[src/hw/tls_pkg.sv]
package tls_pkg;

   localparam int ADDR_W = 8;
   localparam int DATA_W = 32;

   localparam logic [7:0] REG_SOURCE = 8'h00;
   localparam logic [7:0] REG_DETECT = 8'h04;
   localparam logic [7:0] REG_LINES = 8'h08;
   localparam logic [7:0] REG_ARM_OUT = 8'h0c;
   localparam logic [7:0] REG_TRIG_OUT = 8'h10;
   localparam logic [7:0] REG_DELAY = 8'h14;
   localparam logic [7:0] REG_POINTS = 8'h18;
   localparam logic [7:0] REG_PULSE = 8'h1c;
   localparam logic [7:0] REG_CMD = 8'h20;
   localparam logic [7:0] REG_STATUS = 8'h24;

   localparam int SRC_BUS_BIT = 0;
   localparam int DET_NONE_BIT = 3;
   localparam int ARM_NONE_BIT = 2;
   localparam int TRIG_NONE_BIT = 3;
   localparam int LINE_IN_LSB = 0;
   localparam int LINE_OUT_LSB = 4;
   localparam int CMD_START_BIT = 0;
   localparam int CMD_ABORT_BIT = 1;
   localparam int STAT_BUSY_BIT = 0;
   localparam int STAT_STATE_LSB = 4;
   localparam int STAT_POINT_LSB = 16;

   localparam logic RST_SRC_SEL = 1'b0;
   localparam logic [2:0] RST_DETECT = 3'h0;
   localparam logic [1:0] RST_ARM_OUT = 2'h0;
   localparam logic [2:0] RST_TRIG_OUT = 3'h0;
   localparam logic [1:0] RST_IN_LINE = 2'h0;
   localparam logic [1:0] RST_OUT_LINE = 2'h1;
   localparam logic [31:0] RST_DELAY = 32'h0;
   localparam logic [15:0] RST_POINTS = 16'h1;

   localparam int CLK_PERIOD_NS = 10;
   localparam int PULSE_TIME_NS = 1000;
   localparam int PULSE_CYCLES = (PULSE_TIME_NS + CLK_PERIOD_NS - 1) / CLK_PERIOD_NS;
   localparam logic [15:0] RST_PULSE = 16'(PULSE_CYCLES);

   typedef enum logic [11:0] {
      S_IDLE = 12'h001,
      S_ENTER = 12'h002,
      S_WSRC = 12'h004,
      S_SRC = 12'h008,
      S_SOUT = 12'h010,
      S_WDLY = 12'h020,
      S_DLY = 12'h040,
      S_DOUT = 12'h080,
      S_WMEAS = 12'h100,
      S_MEAS = 12'h200,
      S_MOUT = 12'h400,
      S_EXIT = 12'h800
   } tls_state_e;

   // A list with names replaces the set; a lone none clears it; an empty list changes nothing.
   function automatic logic [2:0] tls_event_list(input logic [2:0] old_set,
                                                 input logic [2:0] names,
                                                 input logic none_flag);
      logic [2:0] result;
      result = old_set;
      if (names != 3'h0) begin
         result = names;
      end else if (none_flag) begin
         result = 3'h0;
      end
      return result;
   endfunction

endpackage

[src/hw/tls_in_sync.sv]
`timescale 1ns/1ps
module tls_in_sync #(
   parameter int LINES = 4
) (
   input wire logic mclk,
   input wire logic rst_n,
   input wire logic [LINES-1:0] line_in,
   output logic [LINES-1:0] fall
);
   logic [LINES-1:0] stage1;
   logic [LINES-1:0] stage2;
   logic [LINES-1:0] stage3;
   logic [LINES-1:0] next_stage1;
   logic [LINES-1:0] next_stage2;
   logic [LINES-1:0] next_stage3;

   always_comb begin
      next_stage1 = line_in;
      next_stage2 = stage1;
      next_stage3 = stage2;
   end

   // Idle lines float high, so the reset value is all ones.
   always_ff @(posedge mclk or negedge rst_n) begin
      if (!rst_n) begin
         stage1 <= '1;
         stage2 <= '1;
         stage3 <= '1;
      end else begin
         stage1 <= next_stage1;
         stage2 <= next_stage2;
         stage3 <= next_stage3;
      end
   end

   assign fall = stage3 & ~stage2;

endmodule // tls_in_sync

[src/hw/tls_pulse_out.sv]
`timescale 1ns/1ps
module tls_pulse_out #(
   parameter int LINES = 4,
   parameter int LEN_W = 16
) (
   input wire logic mclk,
   input wire logic rst_n,
   input wire logic fire,
   input wire logic [1:0] line_sel,
   input wire logic [LEN_W-1:0] length,
   output logic [LINES-1:0] line_out,
   output logic [LINES-1:0] line_oe_n,
   output logic busy
);
   logic [LEN_W-1:0] count;
   logic [LEN_W-1:0] next_count;
   logic [LINES-1:0] next_oe_n;
   logic next_busy;

   always_comb begin
      next_count = count;
      next_oe_n = line_oe_n;
      next_busy = busy;
      if (fire && !busy) begin
         next_count = (length == '0) ? LEN_W'(1) : length;
         next_oe_n = ~(LINES'(1) << line_sel);
         next_busy = 1'b1;
      end else if (busy) begin
         next_count = count - LEN_W'(1);
         if (count == LEN_W'(1)) begin
            next_oe_n = '1;
            next_busy = 1'b0;
         end
      end
   end

   // The line is pulled low for exactly length cycles (one cycle when length is zero), then released.
   always_ff @(posedge mclk or negedge rst_n) begin
      if (!rst_n) begin
         count <= '0;
         line_oe_n <= '1;
         busy <= 1'b0;
         line_out <= '0;
      end else begin
         count <= next_count;
         line_oe_n <= next_oe_n;
         busy <= next_busy;
         line_out <= '0;
      end
   end

endmodule // tls_pulse_out

[src/hw/tls_top.sv]
`timescale 1ns/1ps
module tls_top #(
   parameter int LINES = 4,
   parameter int DLY_W = 32,
   parameter int PTS_W = 16
) (
   input wire logic mclk,
   input wire logic rst_n,
   input wire logic [7:0] avs_address,
   input wire logic avs_read,
   input wire logic avs_write,
   input wire logic [31:0] avs_writedata,
   output logic [31:0] avs_readdata,
   output logic avs_waitrequest,
   input wire logic [LINES-1:0] trig_line_in,
   output logic [LINES-1:0] trig_line_out,
   output logic [LINES-1:0] trig_line_oe_n,
   output logic src_apply,
   input wire logic src_done,
   output logic meas_start,
   input wire logic meas_done,
   output logic seq_busy
);
   logic src_sel;
   logic [2:0] det_en;
   logic [1:0] in_line;
   logic [1:0] out_line;
   logic [1:0] arm_out_en;
   logic [2:0] trig_out_en;
   logic [DLY_W-1:0] delay_val;
   logic [PTS_W-1:0] points;
   logic [15:0] pulse_len;
   logic next_src_sel;
   logic [2:0] next_det_en;
   logic [1:0] next_in_line;
   logic [1:0] next_out_line;
   logic [1:0] next_arm_out_en;
   logic [2:0] next_trig_out_en;
   logic [DLY_W-1:0] next_delay_val;
   logic [PTS_W-1:0] next_points;
   logic [15:0] next_pulse_len;
   logic [31:0] next_readdata;
   logic next_waitrequest;
   logic [2:0] arm_names;
   logic [2:0] arm_list;

   tls_pkg::tls_state_e state;
   tls_pkg::tls_state_e next_state;
   logic [DLY_W-1:0] dly_count;
   logic [DLY_W-1:0] next_dly_count;
   logic [PTS_W-1:0] pts_done;
   logic [PTS_W-1:0] next_pts_done;
   logic fire;
   logic next_fire;
   logic next_src_apply;
   logic next_meas_start;
   logic next_seq_busy;

   logic wr_take;
   logic rd_take;
   logic start_req;
   logic abort_req;
   logic [LINES-1:0] fall;
   logic trig_seen;
   logic out_busy;
   logic pulse_busy;
   logic last_point;

   assign wr_take = avs_write && !avs_waitrequest;
   assign rd_take = avs_read && avs_waitrequest;
   assign start_req = wr_take && (avs_address == tls_pkg::REG_CMD)
                      && avs_writedata[tls_pkg::CMD_START_BIT];
   assign abort_req = wr_take && (avs_address == tls_pkg::REG_CMD)
                      && avs_writedata[tls_pkg::CMD_ABORT_BIT];
   assign trig_seen = fall[in_line];
   assign out_busy = pulse_busy || fire;
   assign last_point = (pts_done + PTS_W'(1) >= points) || (points == '0);
   assign arm_names = {1'b0, avs_writedata[1:0]};
   assign arm_list = tls_pkg::tls_event_list({1'b0, arm_out_en}, arm_names,
                                             avs_writedata[tls_pkg::ARM_NONE_BIT]);

   // Detector is passed when not stalling, or when a pulse arrives on the input line.
   function automatic logic detector_pass(input logic bus_sel, input logic enabled,
                                          input logic seen);
      return !(bus_sel && enabled) || seen;
   endfunction

   tls_in_sync #(
      .LINES(LINES)
   ) u_in_sync (
      .mclk(mclk),
      .rst_n(rst_n),
      .line_in(trig_line_in),
      .fall(fall)
   );

   tls_pulse_out #(
      .LINES(LINES),
      .LEN_W(16)
   ) u_pulse_out (
      .mclk(mclk),
      .rst_n(rst_n),
      .fire(fire),
      .line_sel(out_line),
      .length(pulse_len),
      .line_out(trig_line_out),
      .line_oe_n(trig_line_oe_n),
      .busy(pulse_busy)
   );

   // Register file and bus answer; every access is answered in the cycle after it is seen.
   always_comb begin
      next_src_sel = src_sel;
      next_det_en = det_en;
      next_in_line = in_line;
      next_out_line = out_line;
      next_arm_out_en = arm_out_en;
      next_trig_out_en = trig_out_en;
      next_delay_val = delay_val;
      next_points = points;
      next_pulse_len = pulse_len;
      next_waitrequest = !((avs_read || avs_write) && avs_waitrequest);
      next_readdata = avs_readdata;
      if (wr_take) begin
         case (avs_address)
            tls_pkg::REG_SOURCE: begin
               next_src_sel = avs_writedata[tls_pkg::SRC_BUS_BIT];
            end
            tls_pkg::REG_DETECT: begin
               next_det_en = tls_pkg::tls_event_list(det_en, avs_writedata[2:0],
                  avs_writedata[tls_pkg::DET_NONE_BIT]);
            end
            tls_pkg::REG_LINES: begin
               next_in_line = avs_writedata[tls_pkg::LINE_IN_LSB +: 2];
               next_out_line = avs_writedata[tls_pkg::LINE_OUT_LSB +: 2];
            end
            tls_pkg::REG_ARM_OUT: begin
               next_arm_out_en = arm_list[1:0];
            end
            tls_pkg::REG_TRIG_OUT: begin
               next_trig_out_en = tls_pkg::tls_event_list(trig_out_en, avs_writedata[2:0],
                  avs_writedata[tls_pkg::TRIG_NONE_BIT]);
            end
            tls_pkg::REG_DELAY: begin
               next_delay_val = avs_writedata[DLY_W-1:0];
            end
            tls_pkg::REG_POINTS: begin
               next_points = avs_writedata[PTS_W-1:0];
            end
            tls_pkg::REG_PULSE: begin
               next_pulse_len = avs_writedata[15:0];
            end
            default: begin
            end
         endcase
      end
      if (rd_take) begin
         case (avs_address)
            tls_pkg::REG_SOURCE: next_readdata = 32'(src_sel);
            tls_pkg::REG_DETECT: next_readdata = 32'(det_en);
            tls_pkg::REG_LINES: begin
               next_readdata = 32'h0;
               next_readdata[tls_pkg::LINE_IN_LSB +: 2] = in_line;
               next_readdata[tls_pkg::LINE_OUT_LSB +: 2] = out_line;
            end
            tls_pkg::REG_ARM_OUT: next_readdata = 32'(arm_out_en);
            tls_pkg::REG_TRIG_OUT: next_readdata = 32'(trig_out_en);
            tls_pkg::REG_DELAY: next_readdata = 32'(delay_val);
            tls_pkg::REG_POINTS: next_readdata = 32'(points);
            tls_pkg::REG_PULSE: next_readdata = 32'(pulse_len);
            tls_pkg::REG_STATUS: begin
               next_readdata = 32'h0;
               next_readdata[tls_pkg::STAT_BUSY_BIT] = seq_busy;
               next_readdata[tls_pkg::STAT_STATE_LSB +: 12] = state;
               next_readdata[tls_pkg::STAT_POINT_LSB +: 16] = 16'(pts_done);
            end
            default: next_readdata = 32'h0;
         endcase
      end
   end

   always_ff @(posedge mclk or negedge rst_n) begin
      if (!rst_n) begin
         src_sel <= tls_pkg::RST_SRC_SEL;
         det_en <= tls_pkg::RST_DETECT;
         in_line <= tls_pkg::RST_IN_LINE;
         out_line <= tls_pkg::RST_OUT_LINE;
         arm_out_en <= tls_pkg::RST_ARM_OUT;
         trig_out_en <= tls_pkg::RST_TRIG_OUT;
         delay_val <= DLY_W'(tls_pkg::RST_DELAY);
         points <= PTS_W'(tls_pkg::RST_POINTS);
         pulse_len <= tls_pkg::RST_PULSE;
         avs_waitrequest <= 1'b1;
         avs_readdata <= 32'h0;
      end else begin
         src_sel <= next_src_sel;
         det_en <= next_det_en;
         in_line <= next_in_line;
         out_line <= next_out_line;
         arm_out_en <= next_arm_out_en;
         trig_out_en <= next_trig_out_en;
         delay_val <= next_delay_val;
         points <= next_points;
         pulse_len <= next_pulse_len;
         avs_waitrequest <= next_waitrequest;
         avs_readdata <= next_readdata;
      end
   end

   // Sequencer. Emitting states hold while a previous output pulse is still on the line.
   always_comb begin
      next_state = state;
      next_dly_count = dly_count;
      next_pts_done = pts_done;
      next_fire = 1'b0;
      case (state)
         tls_pkg::S_IDLE: begin
            if (start_req) begin
               next_state = tls_pkg::S_ENTER;
               next_pts_done = '0;
            end
         end
         tls_pkg::S_ENTER: begin
            if (!arm_out_en[0]) begin
               next_state = tls_pkg::S_WSRC;
            end else if (!out_busy) begin
               next_fire = 1'b1;
               next_state = tls_pkg::S_WSRC;
            end
         end
         tls_pkg::S_WSRC: begin
            if (detector_pass(src_sel, det_en[0], trig_seen)) begin
               next_state = tls_pkg::S_SRC;
            end
         end
         tls_pkg::S_SRC: begin
            if (src_done) begin
               next_state = tls_pkg::S_SOUT;
            end
         end
         tls_pkg::S_SOUT: begin
            if (!trig_out_en[0]) begin
               next_state = tls_pkg::S_WDLY;
            end else if (!out_busy) begin
               next_fire = 1'b1;
               next_state = tls_pkg::S_WDLY;
            end
         end
         tls_pkg::S_WDLY: begin
            if (detector_pass(src_sel, det_en[1], trig_seen)) begin
               next_dly_count = delay_val;
               next_state = tls_pkg::S_DLY;
            end
         end
         tls_pkg::S_DLY: begin
            if (dly_count == '0) begin
               next_state = tls_pkg::S_DOUT;
            end else begin
               next_dly_count = dly_count - DLY_W'(1);
            end
         end
         tls_pkg::S_DOUT: begin
            if (!trig_out_en[1]) begin
               next_state = tls_pkg::S_WMEAS;
            end else if (!out_busy) begin
               next_fire = 1'b1;
               next_state = tls_pkg::S_WMEAS;
            end
         end
         tls_pkg::S_WMEAS: begin
            if (detector_pass(src_sel, det_en[2], trig_seen)) begin
               next_state = tls_pkg::S_MEAS;
            end
         end
         tls_pkg::S_MEAS: begin
            if (meas_done) begin
               next_state = tls_pkg::S_MOUT;
            end
         end
         tls_pkg::S_MOUT: begin
            if (!trig_out_en[2] || !out_busy) begin
               next_fire = trig_out_en[2];
               next_pts_done = pts_done + PTS_W'(1);
               next_state = last_point ? tls_pkg::S_EXIT : tls_pkg::S_WSRC;
            end
         end
         tls_pkg::S_EXIT: begin
            if (!arm_out_en[1]) begin
               next_state = tls_pkg::S_IDLE;
            end else if (!out_busy) begin
               next_fire = 1'b1;
               next_state = tls_pkg::S_IDLE;
            end
         end
         default: begin
            next_state = tls_pkg::S_IDLE;
         end
      endcase
      if (abort_req) begin
         next_state = tls_pkg::S_IDLE;
         next_fire = 1'b0;
      end
      next_src_apply = (next_state == tls_pkg::S_SRC) && (state != tls_pkg::S_SRC);
      next_meas_start = (next_state == tls_pkg::S_MEAS) && (state != tls_pkg::S_MEAS);
      next_seq_busy = (next_state != tls_pkg::S_IDLE);
   end

   always_ff @(posedge mclk or negedge rst_n) begin
      if (!rst_n) begin
         state <= tls_pkg::S_IDLE;
         dly_count <= '0;
         pts_done <= '0;
         fire <= 1'b0;
         src_apply <= 1'b0;
         meas_start <= 1'b0;
         seq_busy <= 1'b0;
      end else begin
         state <= next_state;
         dly_count <= next_dly_count;
         pts_done <= next_pts_done;
         fire <= next_fire;
         src_apply <= next_src_apply;
         meas_start <= next_meas_start;
         seq_busy <= next_seq_busy;
      end
   end

endmodule // tls_top

[config.mk]
export PLATFORM = sky130hd
export DESIGN_NAME = tls_top
export DESIGN_NICKNAME = d
export VERILOG_FILES = /design/src/hw/tls_pkg.sv /design/src/hw/tls_in_sync.sv /design/src/hw/tls_pulse_out.sv /design/src/hw/tls_top.sv
export SDC_FILE = /design/constraint.sdc
export NUM_CORES = 1
export LEC_CHECK = 0
export BUFFER_PORTS_ARGS = -buffer_cell sky130_fd_sc_hd__buf_2
export CAP_MARGIN = 10
export CORE_MARGIN = 5
export CORE_UTILIZATION = 35
export DETAILED_ROUTE_END_ITERATION = 8
export PLACE_DENSITY = 0.5
export SYNTH_ARGS = -nofsm -noshare
export SYNTH_HDL_FRONTEND = slang
export SYNTH_HIERARCHICAL = 1
export SYNTH_SLANG_ARGS = --single-unit
export TNS_END_PERCENT = 5
[constraint.sdc]
create_clock -name mclk -period 3.7 [get_ports mclk]
set_input_delay 0.555 -clock mclk [delete_from_list [all_inputs] [get_ports mclk]]
set_output_delay 0.555 -clock mclk [all_outputs]
set_load 0.005 [all_outputs]
* Yosys cells after proc, flatten, opt, wreduce, memory -nomap -nowiden
Cells that the tools add are included.
W data, S select, Z words.
** Operators by class
- Bitwise operators :: 3
- Reduce and logical (&&, ||, !) cells :: 50
- $lt $le $gt $ge :: 2
- Shift operators :: 1
- Add/sub/neg operators :: 3
- Mux-type cells :: 49
- Eq/ne operators :: 31
** Operators with widths (count)
- $pmux W32 S9 :: 1
- $mux W12 :: 18
- $pmux W12 S12 :: 1
- $mux W16 :: 5
- $mux W32 :: 2
- $pmux W32 S2 :: 1
- $eq A8 B5 Y1 const B :: 4
- $logic_not A16 Y1 :: 2
- $logic_not A32 Y1 :: 1
- $pmux W16 S2 :: 1
- $sub A32 B1 Y32 const B :: 1
- $eq A12 B10 Y1 const B :: 2
- $eq A12 B4 Y1 const B :: 2
- $add A16 B1 Y16 const B :: 1
- $eq A16 B1 Y1 const B :: 1
- $eq A8 B4 Y1 const B :: 2
- $eq A8 B6 Y1 const B :: 2
- $ge A16 B16 Y1 :: 1
- $sub A16 B1 Y16 const B :: 1
- $reduce_and A3 Y1 :: 5
- $eq A12 B1 Y1 const B :: 1
- $eq A12 B11 Y1 const B :: 1
- $eq A12 B12 Y1 const B :: 1
- $eq A12 B2 Y1 const B :: 1
- 28 further kinds :: 81
** Word-level totals
- Output and inout port bits :: 44
- Register bits :: 207
- Word-level logic and storage cells :: 163
- Bits of input ports :: 50

* Longest topological paths before layout
- Depth after elaboration :: 10
- Mapped depth :: 15
- Mapped depth without buffers :: 14

* Modules after synthesis
Netlist, hierarchy kept.
** By module, submodules not included
- tls_top :: area each 9323.9 µm², cells each 928, instances 1, sequential area each 4362.9 µm²
- tls_pulse_out :: area each 1321.3 µm², cells each 142, instances 1, sequential area each 530.5 µm²
- tls_in_sync :: area each 370.4 µm², cells each 16, instances 1, sequential area each 315.3 µm²

* Worst setup path after synthesis
OpenSTA, ideal clock, no wires.
- Path kind :: reg-to-reg
- Start :: reg pts_done[0]
- End :: reg state[11]
- Buffers on the path :: 1
- Data required time :: 3.623 ns
- Arrival time :: 2.920 ns
- Cell stages (with the launch flop) :: 16
- Slack :: 0.703 ns
- Library setup time :: 0.077 ns
- Period minus slack after synthesis :: 2.997 ns
- Path through :: dfrtp_1 -> ha_1 -> nand3_1 -> nor2_1 -> and3_1 -> clkbuf_1 -> and3_1 -> xnor2_1 -> inv_1 -> ha_1 -> o2111ai_1 -> nor2_1 -> o31a_1 -> a311oi_1 -> or4b_1 -> a21oi_1
** On the way
- Longest elaborated chain between the ends :: 7
** Ends and longest elaborated chain
- start, declared :: line tls_top.sv:51 : logic [PTS_W-1:0] pts_done;
- start signal, assigned :: line tls_top.sv:320 : pts_done <= next_pts_done;
- $add A16 B1 Y16 :: line tls_top.sv:77 : assign last_point = (pts_done + PTS_W'(1) >= points) || (points == '0);
- $ge A16 B16 Y1 :: line tls_top.sv:77
- $logic_or A1 B1 Y1 :: line tls_top.sv:77
- $mux W12 :: line tls_top.sv:284 : next_state = last_point ? tls_pkg::S_EXIT : tls_pkg::S_WSRC;
- $mux W12 :: line tls_top.sv:281 : if (!trig_out_en[2] || !out_busy) begin
- $pmux W12 S12 :: line tls_top.sv:216 : case (state)
- $mux W12 :: line tls_top.sv:299 : if (abort_req) begin
- named net next_state[11] :: line tls_top.sv:48 : tls_pkg::tls_state_e next_state;
- end signal, assigned :: line tls_top.sv:310 : state <= tls_pkg::S_IDLE;
- end signal, assigned :: line tls_top.sv:318 : state <= next_state;
- end, declared :: line tls_top.sv:47 : tls_pkg::tls_state_e state;
The timed path passes the listed nets, and every way through them passes these cells.
A chain may end at the register's enable or synchronous reset.

* Final worst setup path
Ends and elaborated chain as after synthesis.

==> reports/metrics.csv <==
metric,value,unit
Least-Margin Pin Slew,0.992,ns
DIE AREA,35100,um^2
min-delay worst type,primary input to async pin,
Setup TNS,0,ns
Die X,187,um
Worst Setup SP,pts_done[0],
Reg2Reg Capture Point,state[11],
Core ar.,31300,um^2
Clock Sinks,207,
CTS H-tree depth,1,
leading area contributor after synthesis,dfrtp_1,
Final Util,40.8,%
largest net degree at the start of global routing,120,
RSZ-0062 raised after global routing,false,
main area contributors after synthesis,"dfrtp_1 (42%), mux2_2 (7.2%), dfstp_2 (5.5%)",
hold_buf cts,0,
Slew headroom,33.9,%
Fill cells,3111,
Syn Inst Count,1086,
share of layout cells above drive strength 1,24.8,%
Final ANT Viol Nets,0,
sequential cell area,5210,um^2
R2R depth,14,
fin crit period,3.25,ns
Post-synth EDFFs,0,
Site Rows,65,
Skew-Pair Late Insertion Delay,0.53,ns
PostCTS Resize Cnt,0,
PwrDens,412,nW/um^2
VDD IR max,0.326,mV
cells along the critical path,"ha_1, nand3_1, nor2_1, and3_1, and3_1, xnor2_1, inv_1, ha_1, o2111ai_1, nor2_1, o31a_1, a311oi_1, or4b_1, a21oi_1",
Detail Placement HPWL,24500,um
Max-Cap Viols,0,
initial antenna violation count,0,
Crit path largest cell delay,0.48,ns
TritonCTS clock tree,yes,
Final setup viols,0,
"Seq/Total Area, Yosys",47.3,%
Crit path arrival time,3.71,ns
most frequent cell after synthesis,dfrtp_1,
area occupied by multi-input gates,5380,um^2
Reg2Reg Setup Slack,0.45,ns
crit-path leading delay family,simple AND/OR/NAND/NOR gates,
vias per cell,5.65,
Fin. Hold Viols,0,
clock slew at the register clock pins of the worst setup and hold paths,0.06,ns
CP bufs+invs,1,
post-CTS setup buffer count,0,
Ports,94,
required time of the critical path,4.15,ns
Mapped Area,11000,um^2
drt wl/cell,21.2,um
vias in the first global route,8810,
Residual DRC,0,
post-synth top area share,41.8,%
CTS root buf,clkbuf_16,
Clock Tree Buf Depth,3,
first-pass GRT wire length,53500,um
synth warn,6,
fin crit share,87.9,%
Avg Inst Size Synth,10.1,um^2
Worst Skew,0.0145,ns
Starting Density,35.2,%
fmax,308,MHz
Worst setup SP type,flop,
"top cells by count, synth","dfrtp_1 (184), o21ai_0 (96), nand2_1 (79), nor2_1 (79), mux2_2 (70)",
total CTS buffers,26,
Area Overhead vs Synth,16.0,%
Final Max Slew Viols,0,
Overall Power,5.26,mW
Die Ht,187,um
ANT cells,0,
drt total wl,34000,um
reg-to-reg startpoint,pts_done[0],
Cell variety after synth,83,
via count,9034,
ys flop type,dfrtp_1,
Worst path slowest cell,or4b_1,
Total GRT Usage,18.9,%
status,completed,
CP Capture Type,flop,
port bufs,89,
DR iter-0 viols,604,
Placer Congestion,0.866,
grt total ovfl,0,
#FFs+latches synth,207,
"FFs w/ async S/R, synth",100,%
Final nets,1247,
P_leak,5.91,nW
WS Path Type,flop to flop,
first drt pass iteration count,5,
CP Max Fanout,7,
## flip-flops by register name, indices dropped and copies added (netlist names), 2 cells and up
signal	cells
dly_count	32
out_line	2
delay_val	32
u_pulse_out/line_oe_n	4
u_in_sync/next_stage2	4
det_en	3
u_in_sync/stage3	4
u_pulse_out/count	16
trig_out_en	3
arm_out_en	2
pulse_len	16
in_line	2
points	16
pts_done	16
state	12
u_in_sync/next_stage3	4
avs_readdata	32
## metal layers
| metal | wire, um | track usage, % | up-vias |
|---|---|---|---|
| met5 | 0 | 0 | - |
| met3 | 1370 | 2.15 | 55 |
| li1 | - | - | 4217 |
| met2 | 15700 | 30.4 | 242 |
| met4 | 977 | 4.83 | 0 |
| met1 | 15900 | 27.3 | 4520 |
## worst max path at each step
| stage | to | slack (ns) | cells past startpoint |
|---|---|---|---|
| after floorplan | state[11] | 0.70 | 15 |
| after global placement | state[11] | 0.60 | 14 |
| after detailed placement | state[11] | 0.48 | 14 |
| after CTS | state[11] | 0.48 | 14 |
| after global routing | state[11] | 0.19 | 14 |
| final | state[11] | 0.45 | 14 |
## where the power goes
group	total (mW)	internal [mW]	switching, mW
registers	2.36	2.31	0.0479
clock network	2.54	1.54	0.993
logic	0.367	0.145	0.222
total	5.26	4.00	1.26
## cell usage in the layout, fill, tap and decap left out, types with 8 or more instances in the layout
cell type and n:
a211oi_1 12, a21o_1 10, a21oi_1 63, a221oi_1 11
a22o_1 15, a22oi_1 27, a31oi_1 11, and3_1 8
buf_2 88, buf_4 27, clkbuf_1 9, clkbuf_16 27
dfrtp_1 184, dfstp_2 23, ha_1 20, inv_1 37
mux2_2 70, nand2_1 79, nand2b_1 15, nand3_1 33
nand4_1 12, nor2_1 78, nor2b_1 12, nor3_1 22
nor4_1 20, o21ai_0 96, xnor2_1 8, xor2_1 15
## cells by family after synthesis
logic type	share of synthesized area, %
and+or+nand+nor	17.9
buffers and inverters	4.18
xor gates and xnor gates	1.83
adders and majority gates	2.27
muxes	7.63
other	0.0340
AOI/OAI and AO/OA	18.9
DFF	47.3
## layout make-up
cell class / count / area share [%]
clock buffer: 43 / 6.30
timing repair buffer: 118 / 5.46
multi-input combinational: 787 / 42.1
tap: 402 / 3.94
sequential: 207 / 40.8
inverter: 37 / 1.09
clock inverter: 5 / 0.392
## per-stage QoR
step	worst slack (ns)	hold slack [ns]	area, um^2	instances
after floorplan	0.703	0.259	11000	1089
after global placement	0.600	0.345	11900	1551
after CTS	0.480	0.107	12800	1599
final	0.449	0.126	12800	1599
after global routing	0.188	0.113	12800	1599
after detailed placement	0.482	0.347	11900	1551
No activity file was read; power rests on OpenSTA's default activity.
